[src/verilog/crf_cfg.svh]
// constants for the controller redundancy state machine
`ifndef CRF_CFG_SVH
`define CRF_CFG_SVH
`define CRF_CLK_HZ 100000000
`define CRF_MS_PER_S 1000
`define CRF_TICK_CYCLES (`CRF_CLK_HZ / `CRF_MS_PER_S)
`define CRF_HELLO_MS_RST 16'h00c8
`define CRF_PRIO_RSVD 8'h00
`define CRF_PRIO_FORCE 8'h01
`define CRF_PRIO_PRIMARY 8'h02
`define CRF_PRIO_DEFAULT 8'h80
`define CRF_PRIO_REFUSE 8'hff
`define CRF_ADDR_CTRL 4'h0
`define CRF_ADDR_HELLO 4'h1
`define CRF_ADDR_PRIO 4'h2
`define CRF_ADDR_STATUS 4'h3
`define CRF_ADDR_PEER 4'h4
`define CRF_CTRL_EN_BIT 0
`define CRF_CTRL_HANDOVER_BIT 1
`define CRF_CTRL_ERRCLR_BIT 2
`endif

[src/verilog/crf_pkg.sv]
// types for the controller redundancy state machine
package crf_pkg;
   typedef enum logic [3:0] {
      ST_INIT, ST_ELECT, ST_XCHG, ST_P_INIT, ST_P_OPER, ST_P_XCHG, ST_S_INIT, ST_S_TOPO, ST_S_ALLOC,
      ST_S_NAME, ST_S_SYNC, ST_S_OPER
   } crf_state_type;
   typedef struct packed {
      logic prio_xchg;
      logic announce_primary;
      logic announce_peer;
      logic link_bringup;
      logic id_request;
      logic get_topology_msg;
      logic get_id_alloc_msg;
      logic get_name_data;
      logic sync_achieved_msg;
      logic hello;
      logic isolate_link;
   } crf_cmd_type;
   typedef struct packed {
      logic xchg_done;
      logic [7:0] prio;
      logic [63:0] name;
      logic conflict;
   } crf_xchg_type;
endpackage : crf_pkg

[src/verilog/crf_redundancy.sv]
// controller redundancy election and supervision state machine
//
// The implementer's own choices: the address-and-strobe port and the register addresses.
`timescale 1ns/100ps
`default_nettype none
`include "crf_cfg.svh"
module crf_redundancy
   import crf_pkg::*;
#(
   parameter int TICK_CYCLES = `CRF_TICK_CYCLES,
   parameter logic [63:0] LOCAL_NAME = 64'h0123456789abcdef // arbitrary
) (
   input wire logic clk_sys, // system clock
   input wire logic rst, // async reset, active high
   input wire logic [3:0] reg_addr, // register address
   input wire logic [31:0] reg_wdata, // write data
   input wire logic reg_wr, // write strobe
   input wire logic reg_rd, // read strobe
   output logic [31:0] reg_rdata, // read data, cycle after strobe
   input wire logic sets_configured, // controller and forwarder sets configured
   input wire logic fabric_ready, // fabric configuration complete
   input wire logic link_set_up, // inter-controller link set non-empty
   input wire logic peer_fwd_reach, // peer reachable over a forwarder link
   input wire logic hello_rx, // peer hello received, one-cycle pulse
   input wire crf_xchg_type xchg_rsp, // priority exchange result
   input wire logic prio_req_rx, // peer priority exchange request received
   input wire logic [7:0] prio_req_val, // priority in that request
   input wire logic id_granted, // virtual identifier granted
   input wire logic step_done, // current fetch step finished
   input wire logic sync_rx, // sync_achieved_msg received from secondary
   input wire logic primary_req_rx, // link or zoning request from primary
   output crf_cmd_type cmd, // action pulses
   output logic req_accept, // primary request processed
   output logic [7:0] prio_out, // current advertised priority
   output logic is_primary, // acting as primary
   output logic is_secondary // acting as secondary
);
   // ====================================================
   // register file
   logic enable_ff;
   logic handover_ff;
   logic error_ff;
   logic [15:0] hello_ms_ff;
   logic [7:0] cfg_prio_ff;
   logic [7:0] prio_ff;
   logic [7:0] peer_prio_ff;
   crf_state_type state_ff, nxt_state;
   logic expired_ff;
   logic set_error;
   logic [31:0] nxt_rdata;

   always_ff @(posedge clk_sys or posedge rst) begin
      if (rst) begin
         enable_ff <= 1'b0;
         hello_ms_ff <= `CRF_HELLO_MS_RST;
         cfg_prio_ff <= `CRF_PRIO_DEFAULT;
      end else if (set_error) begin
         enable_ff <= 1'b0;
      end else if (reg_wr && reg_addr == `CRF_ADDR_CTRL) begin
         enable_ff <= reg_wdata[`CRF_CTRL_EN_BIT];
      end else if (reg_wr && reg_addr == `CRF_ADDR_HELLO && reg_wdata[15:0] != 16'h0000) begin
         hello_ms_ff <= reg_wdata[15:0];
      end else if (reg_wr && reg_addr == `CRF_ADDR_PRIO && reg_wdata[7:0] != `CRF_PRIO_RSVD) begin
         cfg_prio_ff <= reg_wdata[7:0];
      end
   end

   // handover request lives only while primary operational
   always_ff @(posedge clk_sys or posedge rst) begin
      if (rst) begin
         handover_ff <= 1'b0;
      end else if (reg_wr && reg_addr == `CRF_ADDR_CTRL && reg_wdata[`CRF_CTRL_HANDOVER_BIT]) begin
         handover_ff <= 1'b1;
      end else if (state_ff != ST_P_OPER) begin
         handover_ff <= 1'b0;
      end
   end

   // error flag: set wins over clear
   always_ff @(posedge clk_sys or posedge rst) begin
      if (rst) begin
         error_ff <= 1'b0;
      end else if (set_error) begin
         error_ff <= 1'b1;
      end else if (reg_wr && reg_addr == `CRF_ADDR_CTRL && reg_wdata[`CRF_CTRL_ERRCLR_BIT]) begin
         error_ff <= 1'b0;
      end
   end

   always_comb begin
      nxt_rdata = 32'h0000_0000;
      case (reg_addr)
         `CRF_ADDR_CTRL: nxt_rdata = {30'h0, handover_ff, enable_ff};
         `CRF_ADDR_HELLO: nxt_rdata = {16'h0, hello_ms_ff};
         `CRF_ADDR_PRIO: nxt_rdata = {24'h0, cfg_prio_ff};
         `CRF_ADDR_STATUS: nxt_rdata = {16'h0, prio_ff, 1'b0, expired_ff, error_ff, 1'b0, 4'(state_ff)};
         `CRF_ADDR_PEER: nxt_rdata = {24'h0, peer_prio_ff};
         default: nxt_rdata = 32'h0000_0000;
      endcase
   end

   always_ff @(posedge clk_sys or posedge rst) begin
      if (rst) begin
         reg_rdata <= 32'h0000_0000;
      end else if (reg_rd) begin
         reg_rdata <= nxt_rdata;
      end else begin
         reg_rdata <= 32'h0000_0000;
      end
   end

   // ====================================================
   // millisecond tick and timers
   logic [$clog2(TICK_CYCLES)-1:0] tick_cnt_ff;
   logic tick;
   logic [15:0] hello_cnt_ff;
   logic [17:0] down_ms;
   logic [17:0] down_cnt_ff;
   logic peer_present;
   logic timers_on;

   // a divider below two cycles cannot make a one-cycle tick
   if (TICK_CYCLES < 2) begin : g_bad_tick
      $error("TICK_CYCLES must be at least 2");
   end

   assign tick = (tick_cnt_ff == ($clog2(TICK_CYCLES))'(TICK_CYCLES - 1));
   always_ff @(posedge clk_sys or posedge rst) begin
      if (rst) begin
         tick_cnt_ff <= '0;
      end else if (tick) begin
         tick_cnt_ff <= '0;
      end else begin
         tick_cnt_ff <= tick_cnt_ff + 1'b1;
      end
   end

   // 2.5 x period, computed from the configured period
   assign down_ms = {1'b0, hello_ms_ff, 1'b0} + {3'b000, hello_ms_ff[15:1]};
   assign peer_present = link_set_up || peer_fwd_reach;
   assign timers_on = state_ff inside {ST_P_OPER, ST_P_XCHG, ST_S_INIT, ST_S_TOPO, ST_S_ALLOC,
                                       ST_S_NAME, ST_S_SYNC, ST_S_OPER};

   always_ff @(posedge clk_sys or posedge rst) begin
      if (rst) begin
         hello_cnt_ff <= 16'h0000;
      end else if (!timers_on || !peer_present) begin
         hello_cnt_ff <= 16'h0000;
      end else if (tick) begin
         hello_cnt_ff <= (hello_cnt_ff + 16'h0001 >= hello_ms_ff) ? 16'h0000 : hello_cnt_ff + 16'h0001;
      end
   end

   always_ff @(posedge clk_sys or posedge rst) begin
      if (rst) begin
         down_cnt_ff <= 18'h00000;
         expired_ff <= 1'b0;
      end else if (!timers_on || hello_rx) begin
         down_cnt_ff <= down_ms;
         expired_ff <= 1'b0;
      end else if (tick && !expired_ff) begin
         if (down_cnt_ff <= 18'h00001) begin
            down_cnt_ff <= 18'h00000;
            expired_ff <= 1'b1;
         end else begin
            down_cnt_ff <= down_cnt_ff - 18'h00001;
         end
      end
   end

   // expiry as a one-cycle event, so the sole-primary announce fires once
   logic expire_evt;
   assign expire_evt = tick && !expired_ff && timers_on && !hello_rx && down_cnt_ff <= 18'h00001;

   // ====================================================
   // election state machine
   logic from_primary;
   logic link_up_d_ff;
   logic elect_primary;
   logic both_forced;

   // delayed copy finds the empty to non-empty change of the link set
   always_ff @(posedge clk_sys or posedge rst) begin
      if (rst) begin
         link_up_d_ff <= 1'b0;
      end else begin
         link_up_d_ff <= link_set_up;
      end
   end

   assign both_forced = prio_ff == `CRF_PRIO_FORCE && xchg_rsp.prio == `CRF_PRIO_FORCE;
   assign elect_primary = (prio_ff < xchg_rsp.prio) ||
                          (prio_ff == xchg_rsp.prio && LOCAL_NAME < xchg_rsp.name);
   assign set_error = state_ff == ST_XCHG && xchg_rsp.xchg_done && both_forced;

   always_comb begin
      nxt_state = state_ff;
      case (state_ff)
         ST_INIT: if (sets_configured && fabric_ready) nxt_state = ST_ELECT;
         ST_ELECT: nxt_state = link_set_up ? ST_XCHG : ST_P_INIT;
         ST_XCHG: begin
            if (xchg_rsp.xchg_done) begin
               if (both_forced) nxt_state = ST_INIT;
               else if (elect_primary) nxt_state = ST_P_INIT;
               else nxt_state = ST_S_INIT;
            end
         end
         ST_P_INIT: if (id_granted) nxt_state = ST_P_OPER;
         ST_P_OPER: begin
            if (handover_ff) nxt_state = ST_S_OPER;
            else if (link_set_up && !link_up_d_ff) nxt_state = ST_P_XCHG;
         end
         ST_P_XCHG: begin
            if (xchg_rsp.xchg_done) begin
               nxt_state = (xchg_rsp.conflict || elect_primary) ? ST_P_OPER : ST_S_OPER;
            end
         end
         ST_S_INIT: if (link_set_up) nxt_state = ST_S_TOPO;
         ST_S_TOPO: if (step_done) nxt_state = ST_S_ALLOC;
         ST_S_ALLOC: if (step_done) nxt_state = ST_S_NAME;
         ST_S_NAME: if (step_done) nxt_state = ST_S_SYNC;
         ST_S_SYNC: nxt_state = ST_S_OPER;
         ST_S_OPER: begin
            if (expire_evt || (prio_req_rx && prio_req_val == `CRF_PRIO_REFUSE)) nxt_state = ST_P_OPER;
            else if (!link_set_up && !expired_ff) nxt_state = ST_S_INIT;
         end
         default: nxt_state = ST_INIT;
      endcase
      if (!enable_ff) nxt_state = ST_INIT;
   end

   always_ff @(posedge clk_sys or posedge rst) begin
      if (rst) begin
         state_ff <= ST_INIT;
      end else begin
         state_ff <= nxt_state;
      end
   end

   // own priority
   always_ff @(posedge clk_sys or posedge rst) begin
      if (rst) begin
         prio_ff <= `CRF_PRIO_DEFAULT;
      end else if (state_ff == ST_INIT) begin
         prio_ff <= cfg_prio_ff;
      end else if (nxt_state == ST_P_INIT || (nxt_state == ST_P_OPER && state_ff != ST_P_OPER)) begin
         prio_ff <= `CRF_PRIO_PRIMARY;
      end else if (state_ff == ST_P_OPER && handover_ff) begin
         prio_ff <= `CRF_PRIO_REFUSE;
      end else if (nxt_state == ST_S_OPER && state_ff != ST_S_OPER) begin
         prio_ff <= cfg_prio_ff;
      end
   end

   // last priority the peer showed, kept for software
   always_ff @(posedge clk_sys or posedge rst) begin
      if (rst) begin
         peer_prio_ff <= 8'h00;
      end else if (state_ff == ST_INIT) begin
         peer_prio_ff <= 8'h00;
      end else if (xchg_rsp.xchg_done) begin
         peer_prio_ff <= xchg_rsp.prio;
      end else if (prio_req_rx) begin
         peer_prio_ff <= prio_req_val;
      end
   end

   // ====================================================
   // action pulses
   logic enter_p;
   logic enter_s;
   assign enter_p = nxt_state == ST_P_OPER && state_ff != ST_P_OPER && state_ff != ST_P_XCHG;
   assign enter_s = nxt_state == ST_S_OPER && state_ff != ST_S_OPER;
   assign from_primary = state_ff == ST_P_OPER;

   always_ff @(posedge clk_sys or posedge rst) begin
      if (rst) begin
         cmd <= '0;
      end else begin
         cmd <= '0;
         cmd.prio_xchg <= (nxt_state == ST_XCHG && state_ff == ST_ELECT) || enter_p || enter_s ||
                          (nxt_state == ST_P_XCHG && from_primary);
         cmd.announce_primary <= enter_p || (from_primary && (sync_rx || expire_evt));
         cmd.announce_peer <= from_primary && sync_rx;
         cmd.link_bringup <= enter_p || enter_s;
         cmd.id_request <= nxt_state == ST_P_INIT && state_ff != ST_P_INIT;
         cmd.get_topology_msg <= nxt_state == ST_S_TOPO && state_ff != ST_S_TOPO;
         cmd.get_id_alloc_msg <= nxt_state == ST_S_ALLOC && state_ff != ST_S_ALLOC;
         cmd.get_name_data <= nxt_state == ST_S_NAME && state_ff != ST_S_NAME;
         cmd.sync_achieved_msg <= nxt_state == ST_S_SYNC;
         cmd.hello <= timers_on && peer_present && tick && hello_cnt_ff == 16'h0000;
         cmd.isolate_link <= state_ff == ST_P_XCHG && xchg_rsp.xchg_done && xchg_rsp.conflict;
      end
   end

   // link and zoning requests are served only while synchronising
   always_ff @(posedge clk_sys or posedge rst) begin
      if (rst) begin
         req_accept <= 1'b0;
      end else begin
         req_accept <= primary_req_rx && link_set_up &&
                       state_ff inside {ST_S_INIT, ST_S_TOPO, ST_S_ALLOC, ST_S_NAME, ST_S_SYNC};
      end
   end

   // role levels lag the state by one cycle
   always_ff @(posedge clk_sys or posedge rst) begin
      if (rst) begin
         prio_out <= `CRF_PRIO_DEFAULT;
         is_primary <= 1'b0;
         is_secondary <= 1'b0;
      end else begin
         prio_out <= prio_ff;
         is_primary <= state_ff == ST_P_OPER || state_ff == ST_P_XCHG;
         is_secondary <= state_ff == ST_S_OPER;
      end
   end
endmodule : crf_redundancy
`default_nettype wire

[config.mk]
export PLATFORM = sky130hd
export DESIGN_NAME = crf_redundancy
export DESIGN_NICKNAME = d
export VERILOG_FILES = /design/src/verilog/crf_pkg.sv /design/src/verilog/crf_redundancy.sv
export VERILOG_INCLUDE_DIRS = /design/src /design/src/verilog
export SDC_FILE = /design/constraint.sdc
export NUM_CORES = 1
export LEC_CHECK = 0
export ABC_AREA = 1
export BUFFER_PORTS_ARGS = -buffer_cell sky130_fd_sc_hd__buf_2
export CAP_MARGIN = 15
export CORE_ASPECT_RATIO = 1.75
export CORE_MARGIN = 3
export CORE_UTILIZATION = 38
export CTS_CLUSTER_DIAMETER = 200
export CTS_CLUSTER_SIZE = 24
export DETAILED_ROUTE_END_ITERATION = 12
export HOLD_SLACK_MARGIN = 0.06
export PLACE_DENSITY = 0.73
export SLEW_MARGIN = 25
export SYNTH_ARGS = -nofsm -noshare
export SYNTH_HDL_FRONTEND = slang
export SYNTH_SLANG_ARGS = --single-unit
[constraint.sdc]
create_clock -name clk_sys -period 3.4 [get_ports clk_sys]
set_input_delay 0 -clock clk_sys [delete_from_list [all_inputs] [get_ports clk_sys]]
set_output_delay 0 -clock clk_sys [all_outputs]
set_load 0.02 [all_outputs]
== Word-level counts from Yosys, hierarchy flattened ==
Cells that the tools add are included.

* Bits in registers: 154
* Word-level logic and storage cells: 195
* Output and inout port bits: 54
* Bits of input ports: 132

* Equality and inequality tests: 36
* Bitwise operators: 3
* Reduce and logical (&&, ||, !) cells: 76
* Add/sub/neg operators: 4
* Magnitude comparators: 4
* Multiplexer cells: 43

{| class="wikitable"
|+ Operator list
! operator !! number
|-
| 16-bit one-hot mux with 5 select lines || 1
|-
| 57-bit by 64-bit less-than comparator with 1-bit output (first input constant) || 1
|-
| 4-bit two-way mux || 14
|-
| 8-bit two-way mux || 7
|-
| 18-bit two-way mux || 3
|-
| 16-bit two-way mux || 3
|-
| 4-bit one-hot mux with 12 select lines || 1
|-
| 1-bit logical AND || 38
|-
| 4-bit by 3-bit equality test with 1-bit output (second input constant) || 8
|-
| 4-bit equality test (second input constant) || 8
|-
| 32-bit two-way mux || 1
|-
| 4-bit by 2-bit equality test with 1-bit output (second input constant) || 6
|-
| 17-bit by 15-bit adder with 18-bit output || 1
|-
| 18-bit by 1-bit <= comparator with 1-bit output (second input constant) || 1
|-
| 18-bit by 1-bit subtractor with 18-bit output (second input constant) || 1
|-
| 17-bit by 1-bit adder with 17-bit output (second input constant) || 1
|-
| 17-bit equality test (second input constant) || 1
|-
| 17-bit two-way mux || 1
|-
| 16-bit by 1-bit adder with 16-bit output (second input constant) || 1
|-
| 8-bit by 1-bit equality test with 1-bit output (second input constant) || 2
|-
| 16-bit >= comparator || 1
|-
| 16-bit logical NOT || 1
|-
| 16-bit nonzero test || 1
|-
| 8-bit nonzero test || 2
|-
| 20 further kinds || 61
|}

== Longest topological paths before layout ==
Gate-level depths: netlist of run 1.

* Word-level depth: 15
* Mapped depth: 22
* Depth with buffers taken out: 22

== Worst setup path after synthesis of run 1 ==
OpenSTA, ideal clock, no wires.

* Kind: flip-flop to flip-flop
* Start: register hello_cnt_ff[0]
* End: register hello_cnt_ff[13]
* Stages on the path, launching flop included: 21
* Library setup time: 0.132 ns
* Buffers on the path: 0
* Path slack: 0.086 ns
* Clock period less this slack: 3.314 ns
* Data required time: 3.268 ns
* Data arrival time: 3.182 ns
* Cells stage by stage: dfrtp_1 -> inv_1 -> nor3_1 -> nand3_1 -> nor3_1 -> nand4_1 -> nor2_1 -> nand2_1 -> nor4_1 -> xor2_1 -> inv_1 -> ha_1 -> nand2_1 -> inv_1 -> nand3_1 -> nor3_1 -> nand2_1 -> nand3_1 -> clkinv_1 -> nand2_1 -> o22ai_1

* Cells in the longest elaborated chain, start to end: 5

{| class="wikitable"
|+ Ends and longest elaborated chain
! what !! RTL line !! RTL
|-
| from (decl) || crf_redundancy.sv:116 || <nowiki>logic [15:0] hello_cnt_ff;</nowiki>
|-
| from (signal assigned) || crf_redundancy.sv:150 || <nowiki>hello_cnt_ff <= (hello_cnt_ff + 16'h0001 >= hello_ms_ff) ? 16'h0000 : hello_cnt_ff + 16'h0001;</nowiki>
|-
| 16-bit by 1-bit adder with 16-bit output (*) || crf_redundancy.sv:150 ||
|-
| 16-bit >= comparator || crf_redundancy.sv:150 ||
|-
| 16-bit two-way mux (*) || crf_redundancy.sv:150 ||
|-
| 16-bit two-way mux (*) || crf_redundancy.sv:149 || <nowiki>end else if (tick) begin</nowiki>
|-
| 16-bit two-way mux (*) || crf_redundancy.sv:147 || <nowiki>end else if (!timers_on || !peer_present) begin</nowiki>
|}

Every way passes the cells marked *; elsewhere a longest branch is shown, timed or not. The select of a mux whose other input is x is not followed.
A chain may end at the register's enable or synchronous reset.

== Final worst setup path of run 1 ==
* Start: register hello_cnt_ff[2]
* End: register hello_cnt_ff[11]

The elaborated chain is that of the path after synthesis.

==> results of run 1 <==
path summary, 6_finish.rpt:
kind                                        startpoint  slack [ns]                      endpoint  cells past startpoint
max                        hello_cnt_ff[2]$_DFFE_PP0P_        0.22  hello_cnt_ff[11]$_DFFE_PP0P_                     18
min                                           hello_rx        0.09        expired_ff$_DFFE_PP0P_                      3
max reg2reg                hello_cnt_ff[2]$_DFFE_PP0P_        0.22  hello_cnt_ff[11]$_DFFE_PP0P_                     18
min reg2reg                     prio_ff[7]$_DFFE_PP1P_        0.43         prio_out[7]$_DFF_PP1_                      0
max in group asynchronous                          rst        2.16       reg_rdata[11]$_DFF_PP0_                      4
min in group asynchronous                          rst        0.21    down_cnt_ff[7]$_DFFE_PP0P_                      3
logic make-up after synthesis:
kind of cell,after synthesis
compound gates,214
flops,138
fa+ha+maj,44
other cells,1
buf+inv,276
xor+xnor,22
simple gates,541
layout make-up:
| class | instances | area share [%] |
|---|---|---|
| Inverter | 244 | 8.075 |
| Clock inverter | 13 | 1.558 |
| Sequential cell | 138 | 30.35 |
| Tap cell | 304 | 3.335 |
| Multi-Input combinational cell | 837 | 40.69 |
| Timing Repair Buffer | 217 | 12.23 |
| Clock buffer | 18 | 3.763 |
layer usage:
metal | up-vias | routed length, um | global-route usage, %
met4 | 0 | 2450 | 18.14
met2 | 362 | 15210 | 41.74
met3 | 130 | 1460 | 4.268
met5 | - | 0 | 0
met1 | 4313 | 9595 | 21.96
li1 | 4448 | - | -
worst max-delay path: cells and delay by family, from the launching register on:
kind / cells / cell delay, ns
XOR/XNOR: 1 / 0.19
adder cells (fa/ha/maj): 1 / 0.22
buffers and inverters: 4 / 0.49
AO/OA/AOI/OAI: 4 / 0.64
AND/OR/NAND/NOR: 8 / 1.16
flip-flops: 1 / 0.39
cell usage after synthesis, types with 4 or more instances:
master,instances,area share (%)
o32ai_1,4,0.39
ha_1,43,5.9
o21ai_0,76,4.2
nor3_1,31,1.7
a22oi_1,7,0.58
nand2_2,8,0.55
inv_2,22,0.91
dfrtp_1,132,36
dfstp_2,6,1.7
a31oi_1,8,0.55
o21a_1,4,0.33
o22ai_1,26,1.8
clkbuf_1,13,0.54
nand2_4,4,0.50
nor4_1,9,0.62
inv_1,219,9.1
xor2_1,18,1.7
a21oi_1,60,3.3
buf_4,16,1.3
nand4_1,37,2.6
a221oi_1,5,0.48
nor2_4,4,0.50
nand2_1,231,9.6
or2_2,7,0.48
o21ai_1,4,0.22
xnor2_1,4,0.39
nor2_1,127,5.3
nand3_1,65,3.6
repair_timing:
item | 4_1_cts | 5_1_grt
setup endpoints to repair | 8 | 16
pin swaps | 0 | 7
hold buffers | 49 | 0
resized for setup | 1 | 19
cloned | 0 | 0
endpoints found under the hold margin | 73 | 0
buffers inserted | 0 | 2
registers in the layout, indices dropped and copies added (netlist names):
signal        count
cfg_prio_ff       8
cmd              11
down_cnt_ff      18
enable_ff         1
error_ff          1
expired_ff        1
handover_ff       1
hello_cnt_ff     16
hello_ms_ff      16
is_primary        1
is_secondary      1
link_up_d_ff      1
peer_prio_ff      8
prio_ff           8
prio_out          8
reg_rdata        16
req_accept        1
state_ff          4
tick_cnt_ff      17
where the power goes:
| group | internal, mW | switching (mW) | leakage (nW) | total [mW] |
|---|---|---|---|---|
| logic | 0.847 | 1.52 | 3.94 | 2.37 |
| clock network | 1.22 | 0.745 | 0.295 | 1.96 |
| registers | 1.97 | 0.308 | 1.81 | 2.27 |
| total | 4.03 | 2.57 | 6.04 | 6.60 |
==> summary.txt, run 1 <==
=================================================================================================================
Total of flip-flops plus latches after synthesis                                                              138
Placed wire-length estimate after detailed placement                                                     22150 um
FP Rows                                                                                                        74
Remaining routing DRC violations                                                                                0
Ordered list of cells on the worst path                                                              inv_2 > nor3_4 > nand3_2 > nor3_2 > nand4_1 > nor2_1 > nand2_2 > buf_4 > nor2_2 > xor2_2 > inv_1 > ha_4 > a21oi_1 > o21ai_0 > a21oi_1 > nand3_2 > buf_4 > o32ai_1
Overall Power                                                                                            6.602 mW
Final worst-path cycle share                                                                               93.49%
Number of nets in the finished design                                                                        1631
Commonest non-fill, non-tap cell in the layout                                                            nand2_1
Max-cap violations                                                                                              0
Post-Place Setup Slack                                                                                0.001398 ns
Vias in the first global route                                                                               9403
Clk sink count                                                                                                138
Boundary pin count                                                                                            186
Number of synthesized flops with an enable pin                                                                  0
Post-Route Setup TNS                                                                                         0 ns
Initial cell density of the core                                                                           38.63%
Top_reg_cell synth                                                                                        dfrtp_1
Via density per instance                                                                                    5.225
Dpl cells                                                                                                    1689
Worst vdd rail ir drop                                                                                  0.3542 mV
Routability-driven placement congestion ratio                                                              0.9729
Global-route wire length before repair                                                                   45760 um
Non-Filler Instances                                                                                         1771
CP endpoint kind                                                                                         register
Type of the worst setup path                                                                         register to register
Xor/xnor share of the synthesized area                                                                     2.129%
DR iter-0 viols                                                                                               436
Syn avg cell area                                                                                      7.322 um^2
All-Layer GR Usage                                                                                         22.91%
Max-slew violation count                                                                                        0
Arithmetic-cell share of the synthesized area counting full adders, half adders and majority gates         6.166%
Highest net fanout along the worst path                                                                         4
Maximum number of pins on one net before global-route repair                                                  110
Clock latency at the later pin of the worst-skew pair                                                     0.44 ns
Number of fillers in the final layout                                                                        2221
Largest family of logic cells by synthesized area                                                    simple AND/OR/NAND/NOR gates
Worst Hold Class                                                                                     input port to register
Antenna violations before repair                                                                                0
Worst path slowest cell                                                                                   dfrtp_1
Share of cells above drive strength 1                                                                      19.09%
Core Footprint                                                                                       0.02343 mm^2
Highest cell delay on the worst timing path                                                               0.39 ns
Post-placement cell area                                                                             0.01019 mm^2
Slew at the pin with the worst max-slew slack                                                           0.8750 ns
Post-Synthesis Cell Area                                                                             0.009050 mm^2
Post-Syn Instances                                                                                           1236
Async set or reset register ratio after synthesis                                                          100.0%
Fraction of the mapped netlist area in simple logic gates                                                  27.51%
Die X                                                                                                    122.7 um
Synth Warn #                                                                                                    0
Compound-cell area share of the yosys netlist                                                              13.69%
Setup skew after layout                                                                               0.008818 ns
Power density cells                                                                                  578.9 mW/mm^2
Router iterations before antenna repair                                                                         5
Post-layout min period                                                                                   3.179 ns
Upper clock frequency limit                                                                             314.6 MHz
Count of endpoints failing hold in the final timing report                                                      0
Reg area                                                                                             0.003461 mm^2
Required @ worst endpoint                                                                                 3.74 ns
Remaining antenna violation count                                                                               0
Fraction of synthesized area in multiplexers                                                                   0%
Relative slew slack                                                                                        41.05%
Die Footprint                                                                                        0.02578 mm^2
Final Routed Wirelength                                                                                  28720 um
Via count                                                                                                    9253
Min Hold Slack                                                                                         0.09418 ns
Unique cell type count in the Yosys netlist                                                                    58
Count of input and output buffers                                                                             149
Number of antenna cells inserted                                                                                0
Die boundary height                                                                                      210.2 um
Top library cells by usage in the layout, fill and taps aside                                        230 x nand2_1, 217 x inv_1, 149 x buf_2
Arrival time at the worst endpoint                                                                        3.52 ns
Final design area excluding fillers                                                                  0.01140 mm^2
Clock tree from TritonCTS                                                                                    done
Final Core Density                                                                                         48.69%
Critical Path Start Type                                                                                 register
Final setup violation count                                                                                     0
Worst-case clock buffer depth                                                                                   2
Total leakage power                                                                                      6.044 nW
Residual overflow from global routing                                                                           0
Proportion of synthesized chip area in sequential cells                                                    38.24%
Fin worst setup slack                                                                                   0.2213 ns
Result of the run                                                                                    finished clean
H-tree lvl count                                                                                                4
Wire length per cell after detailed routing                                                              16.21 um
Reg clk slew, reported paths                                                                              0.06 ns
Area Growth Syn to Fin                                                                                     26.02%
Root buffer cell                                                                                        clkbuf_16
Number of buffers inserted during clock tree synthesis                                                         17
Total area of multi-input combinational cells                                                        0.004641 mm^2
=================================================================================================================
No activity file was read; power rests on OpenSTA's default activity.
==> run 2: changes to the inputs <==
--- a/config.mk
+++ b/config.mk
@@ -15,6 +15,7 @@
 export CTS_CLUSTER_DIAMETER = 200
 export CTS_CLUSTER_SIZE = 24
 export DETAILED_ROUTE_END_ITERATION = 12
+export GPL_ROUTABILITY_DRIVEN = 0
 export HOLD_SLACK_MARGIN = 0.06
 export PLACE_DENSITY = 0.73
 export SLEW_MARGIN = 25
==> constraint.sdc (replaced) <==
create_clock -name clk_sys -period 2.8 [get_ports clk_sys]
set_input_delay 0 -clock clk_sys [delete_from_list [all_inputs] [get_ports clk_sys]]
set_output_delay 0 -clock clk_sys [all_outputs]
set_load 0.02 [all_outputs]
==> run 2 against run 1 <==
  * The run now ends with negative setup slack left
  * Final cell count grew 2.9%
  * Flip-flop and latch count is the same
  * Clock power grew 18%
  * Worst hold slack lost 0.016 ns
  * Core utilization grew 2.5 points
  * Critical path type unchanged
  * Routed wire length grew 4.4%
  * Clock skew grew 0.00073 ns
  * Critical endpoint is now hello_cnt_ff[13]$_DFFE_PP0P_
==> summary.txt, run 2 (synthesized netlist as in run 1, its figures left out) <==
================================================================================
Core Footprint                                                      0.02343 mm^2   unchanged
Biggest registers after layout                                      down_cnt_ff x18, tick_cnt_ff x17
Final Routed Wirelength                                                 29990 um   +4.4%
Antenna violations before repair                                               0   unchanged
Critical Path Start Type                                                register
Reg clk slew, reported paths                                             0.06 ns   about the same
Overall Power                                                           8.299 mW   +26%
Clk sink count                                                               138   unchanged
Maximum number of pins on one net before global-route repair                  73   -34%
All-Layer GR Usage                                                        22.91%   about the same
Final design area excluding fillers                                 0.01200 mm^2   +5.2%
Cell type group with the largest total delay on the critical path   simple AND/OR/NAND/NOR gates
Top library cells by usage in the layout, fill and taps aside       220 x nand2_1, 213 x inv_1, 149 x buf_2
Number of flip-flops in the largest register                                  18   unchanged
Wire length per cell after detailed routing                             16.45 um   +1.5%
Type of the worst setup path                                        register to register
Final Core Density                                                        51.23%   +2.5 points
Via count                                                                   9498   +2.6%
Share of cells above drive strength 1                                     24.69%   +5.6 points
CP endpoint kind                                                        register
Worst path slowest cell                                                  dfrtp_1
Upper clock frequency limit                                            324.1 MHz   +3.0%
Via density per instance                                                   5.210   -0.28%
Number of antenna cells inserted                                               0   unchanged
Power density cells                                                 691.5 mW/mm^2   +19%
Root buffer cell                                                       clkbuf_16
Result of the run                                                   complete, but fails checks
Arrival time at the worst endpoint                                       3.37 ns   -0.15 ns
Number of nets in the finished design                                       1684   +3.2%
FP Rows                                                                       74   unchanged
Ordered list of cells on the worst path                             inv_2 > nor3_4 > nand3_2 > nor3_2 > nand4_1 > nor2_1 > nand2_2 > nor4_4 > xor2_1 > inv_1 > ha_4 > nand2_4 > inv_2 > nand3_2 > nor3_2 > nand2_1 > nand3_4 > clkinv_4 > nand2_4 > o22ai_2
Remaining antenna violation count                                              0   unchanged
Worst-case clock buffer depth                                                  2   unchanged
Setup repair after global routing missed its margin                          yes
Post-layout min period                                                  3.085 ns   -0.09342 ns
Clock latency at the later pin of the worst-skew pair                    0.43 ns   about the same
Area Growth Syn to Fin                                                    32.61%
Fin worst setup slack                                                 -0.2852 ns   -0.5066 ns
Commonest non-fill, non-tap cell in the layout                           nand2_1
Post-Route Setup TNS                                                   -3.929 ns   -3.929 ns
Count of input and output buffers                                            149   unchanged
Vias in the first global route                                              9401   -0.021%
Worst Hold Class                                                    input port to register
Setup skew after layout                                              0.009547 ns   +0.0007297 ns
Post-placement cell area                                            0.01051 mm^2   +3.1%
Boundary pin count                                                           186   unchanged
Clock tree from TritonCTS                                                   done
Placed wire-length estimate after detailed placement                    22770 um   +2.8%
Final worst-path cycle share                                              110.2%   +17 points
Required @ worst endpoint                                                3.08 ns   -0.66 ns
Relative slew slack                                                       43.51%   +2.5 points
Router iterations before antenna repair                                        5   unchanged
Global-route wire length before repair                                  45890 um   +0.29%
Number of fillers in the final layout                                       2122   -4.5%
Total leakage power                                                     6.304 nW   +4.3%
Count of endpoints failing hold in the final timing report                     0   unchanged
Final setup violation count                                                   16   +16
Critical path buffer and inverter count                                        4   unchanged
H-tree lvl count                                                               4   unchanged
Highest cell delay on the worst timing path                              0.36 ns   -0.03 ns
Residual overflow from global routing                                          0   unchanged
Register name with the most flops                                    down_cnt_ff
Slew at the pin with the worst max-slew slack                          0.8456 ns   -0.02941 ns
Max-cap violations                                                             0   unchanged
DR iter-0 viols                                                              701   +61%
Max-slew violation count                                                       0   unchanged
Die boundary height                                                     210.2 um   unchanged
Highest net fanout along the worst path                                        5   +1
Initial cell density of the core                                          38.63%   unchanged
Remaining routing DRC violations                                               0   unchanged
Violated checks                                                     negative setup slack
Worst vdd rail ir drop                                                 0.4532 mV   +28%
Die X                                                                   122.7 um   unchanged
Number of buffers inserted during clock tree synthesis                        17   unchanged
Die Footprint                                                       0.02578 mm^2   unchanged
================================================================================
run 2: layout make-up:
cell class                 instances  area [um^2]  share of cell area (%)
multi-input combinational        837         4846                   40.38
sequential                       138         3463                   28.86
timing repair buffer             269         1790                   14.92
inverter                         244        925.9                   7.715
clock buffer                      18        439.2                   3.659
tap                              304        380.4                   3.169
clock inverter                    12        150.1                   1.251
timing repair inverter             1        6.256                 0.05213
run 2: where the power goes:
part,switching [mW],internal (mW)
clock network,0.898,1.41
logic,2.07,1.23
registers,0.314,2.39
total,3.28,5.02
run 2: worst register-to-register path, cell delays in order (launching register included):
cell and delay [ns]:
dfrtp_1 0.36, inv_2 0.06, nor3_4 0.21, nand3_2 0.10
nor3_2 0.15, nand4_1 0.16, nor2_1 0.14, nand2_2 0.09
nor4_4 0.17, xor2_1 0.21, inv_1 0.11, ha_4 0.30
nand2_4 0.05, inv_2 0.04, nand3_2 0.06, nor3_2 0.14
nand2_1 0.12, nand3_4 0.18, clkinv_4 0.11, nand2_4 0.09
o22ai_2 0.07
run 2: final timing paths:
check / startpoint / end / slack, ns / cells after the start
hold reg to reg: tick_cnt_ff[0]$_DFF_PP0_ / tick_cnt_ff[0]$_DFF_PP0_ / 0.48 / 1
setup reg to reg: hello_cnt_ff[2]$_DFFE_PP0P_ / hello_cnt_ff[13]$_DFFE_PP0P_ / -0.29 / 20
max in group asynchronous: rst / prio_out[7]$_DFF_PP1_ / 1.55 / 4
setup / recovery: hello_cnt_ff[2]$_DFFE_PP0P_ / hello_cnt_ff[13]$_DFFE_PP0P_ / -0.29 / 20
min in group asynchronous: rst / hello_cnt_ff[6]$_DFFE_PP0P_ / 0.29 / 3
hold / removal: hello_rx / cmd[9]$_DFF_PP0_ / 0.08 / 5
run 2: layer usage:
metal	wire [um]	vias to the layer above	track usage, %
met1	10150	4416	22.27
li1	-	4541	-
met5	0	-	0
met3	1477	106	3.302
met4	1946	0	14.46
met2	16420	435	43.86
run 2: timing repair:
item,in CTS,in global routing
buffers inserted,15,6
endpoints found under the hold margin,75,0
pin swaps,9,15
hold buffers,46,0
gates resized for setup,19,47
gates cloned,1,0
setup endpoints to repair,21,30
run 2: metrics by stage:
stage	std cells	setup slack [ns]	hold slack, ns
2_1_floorplan	1251	-0.08662	0.03143
3_3_place_gp	1725	-0.1806	0.1937
3_5_place_dp	1725	-0.3183	0.1964
4_1_cts	1817	-0.1691	0.1097
5_1_grt	1823	-0.5204	0.1364
6_report	1823	-0.2852	0.07823
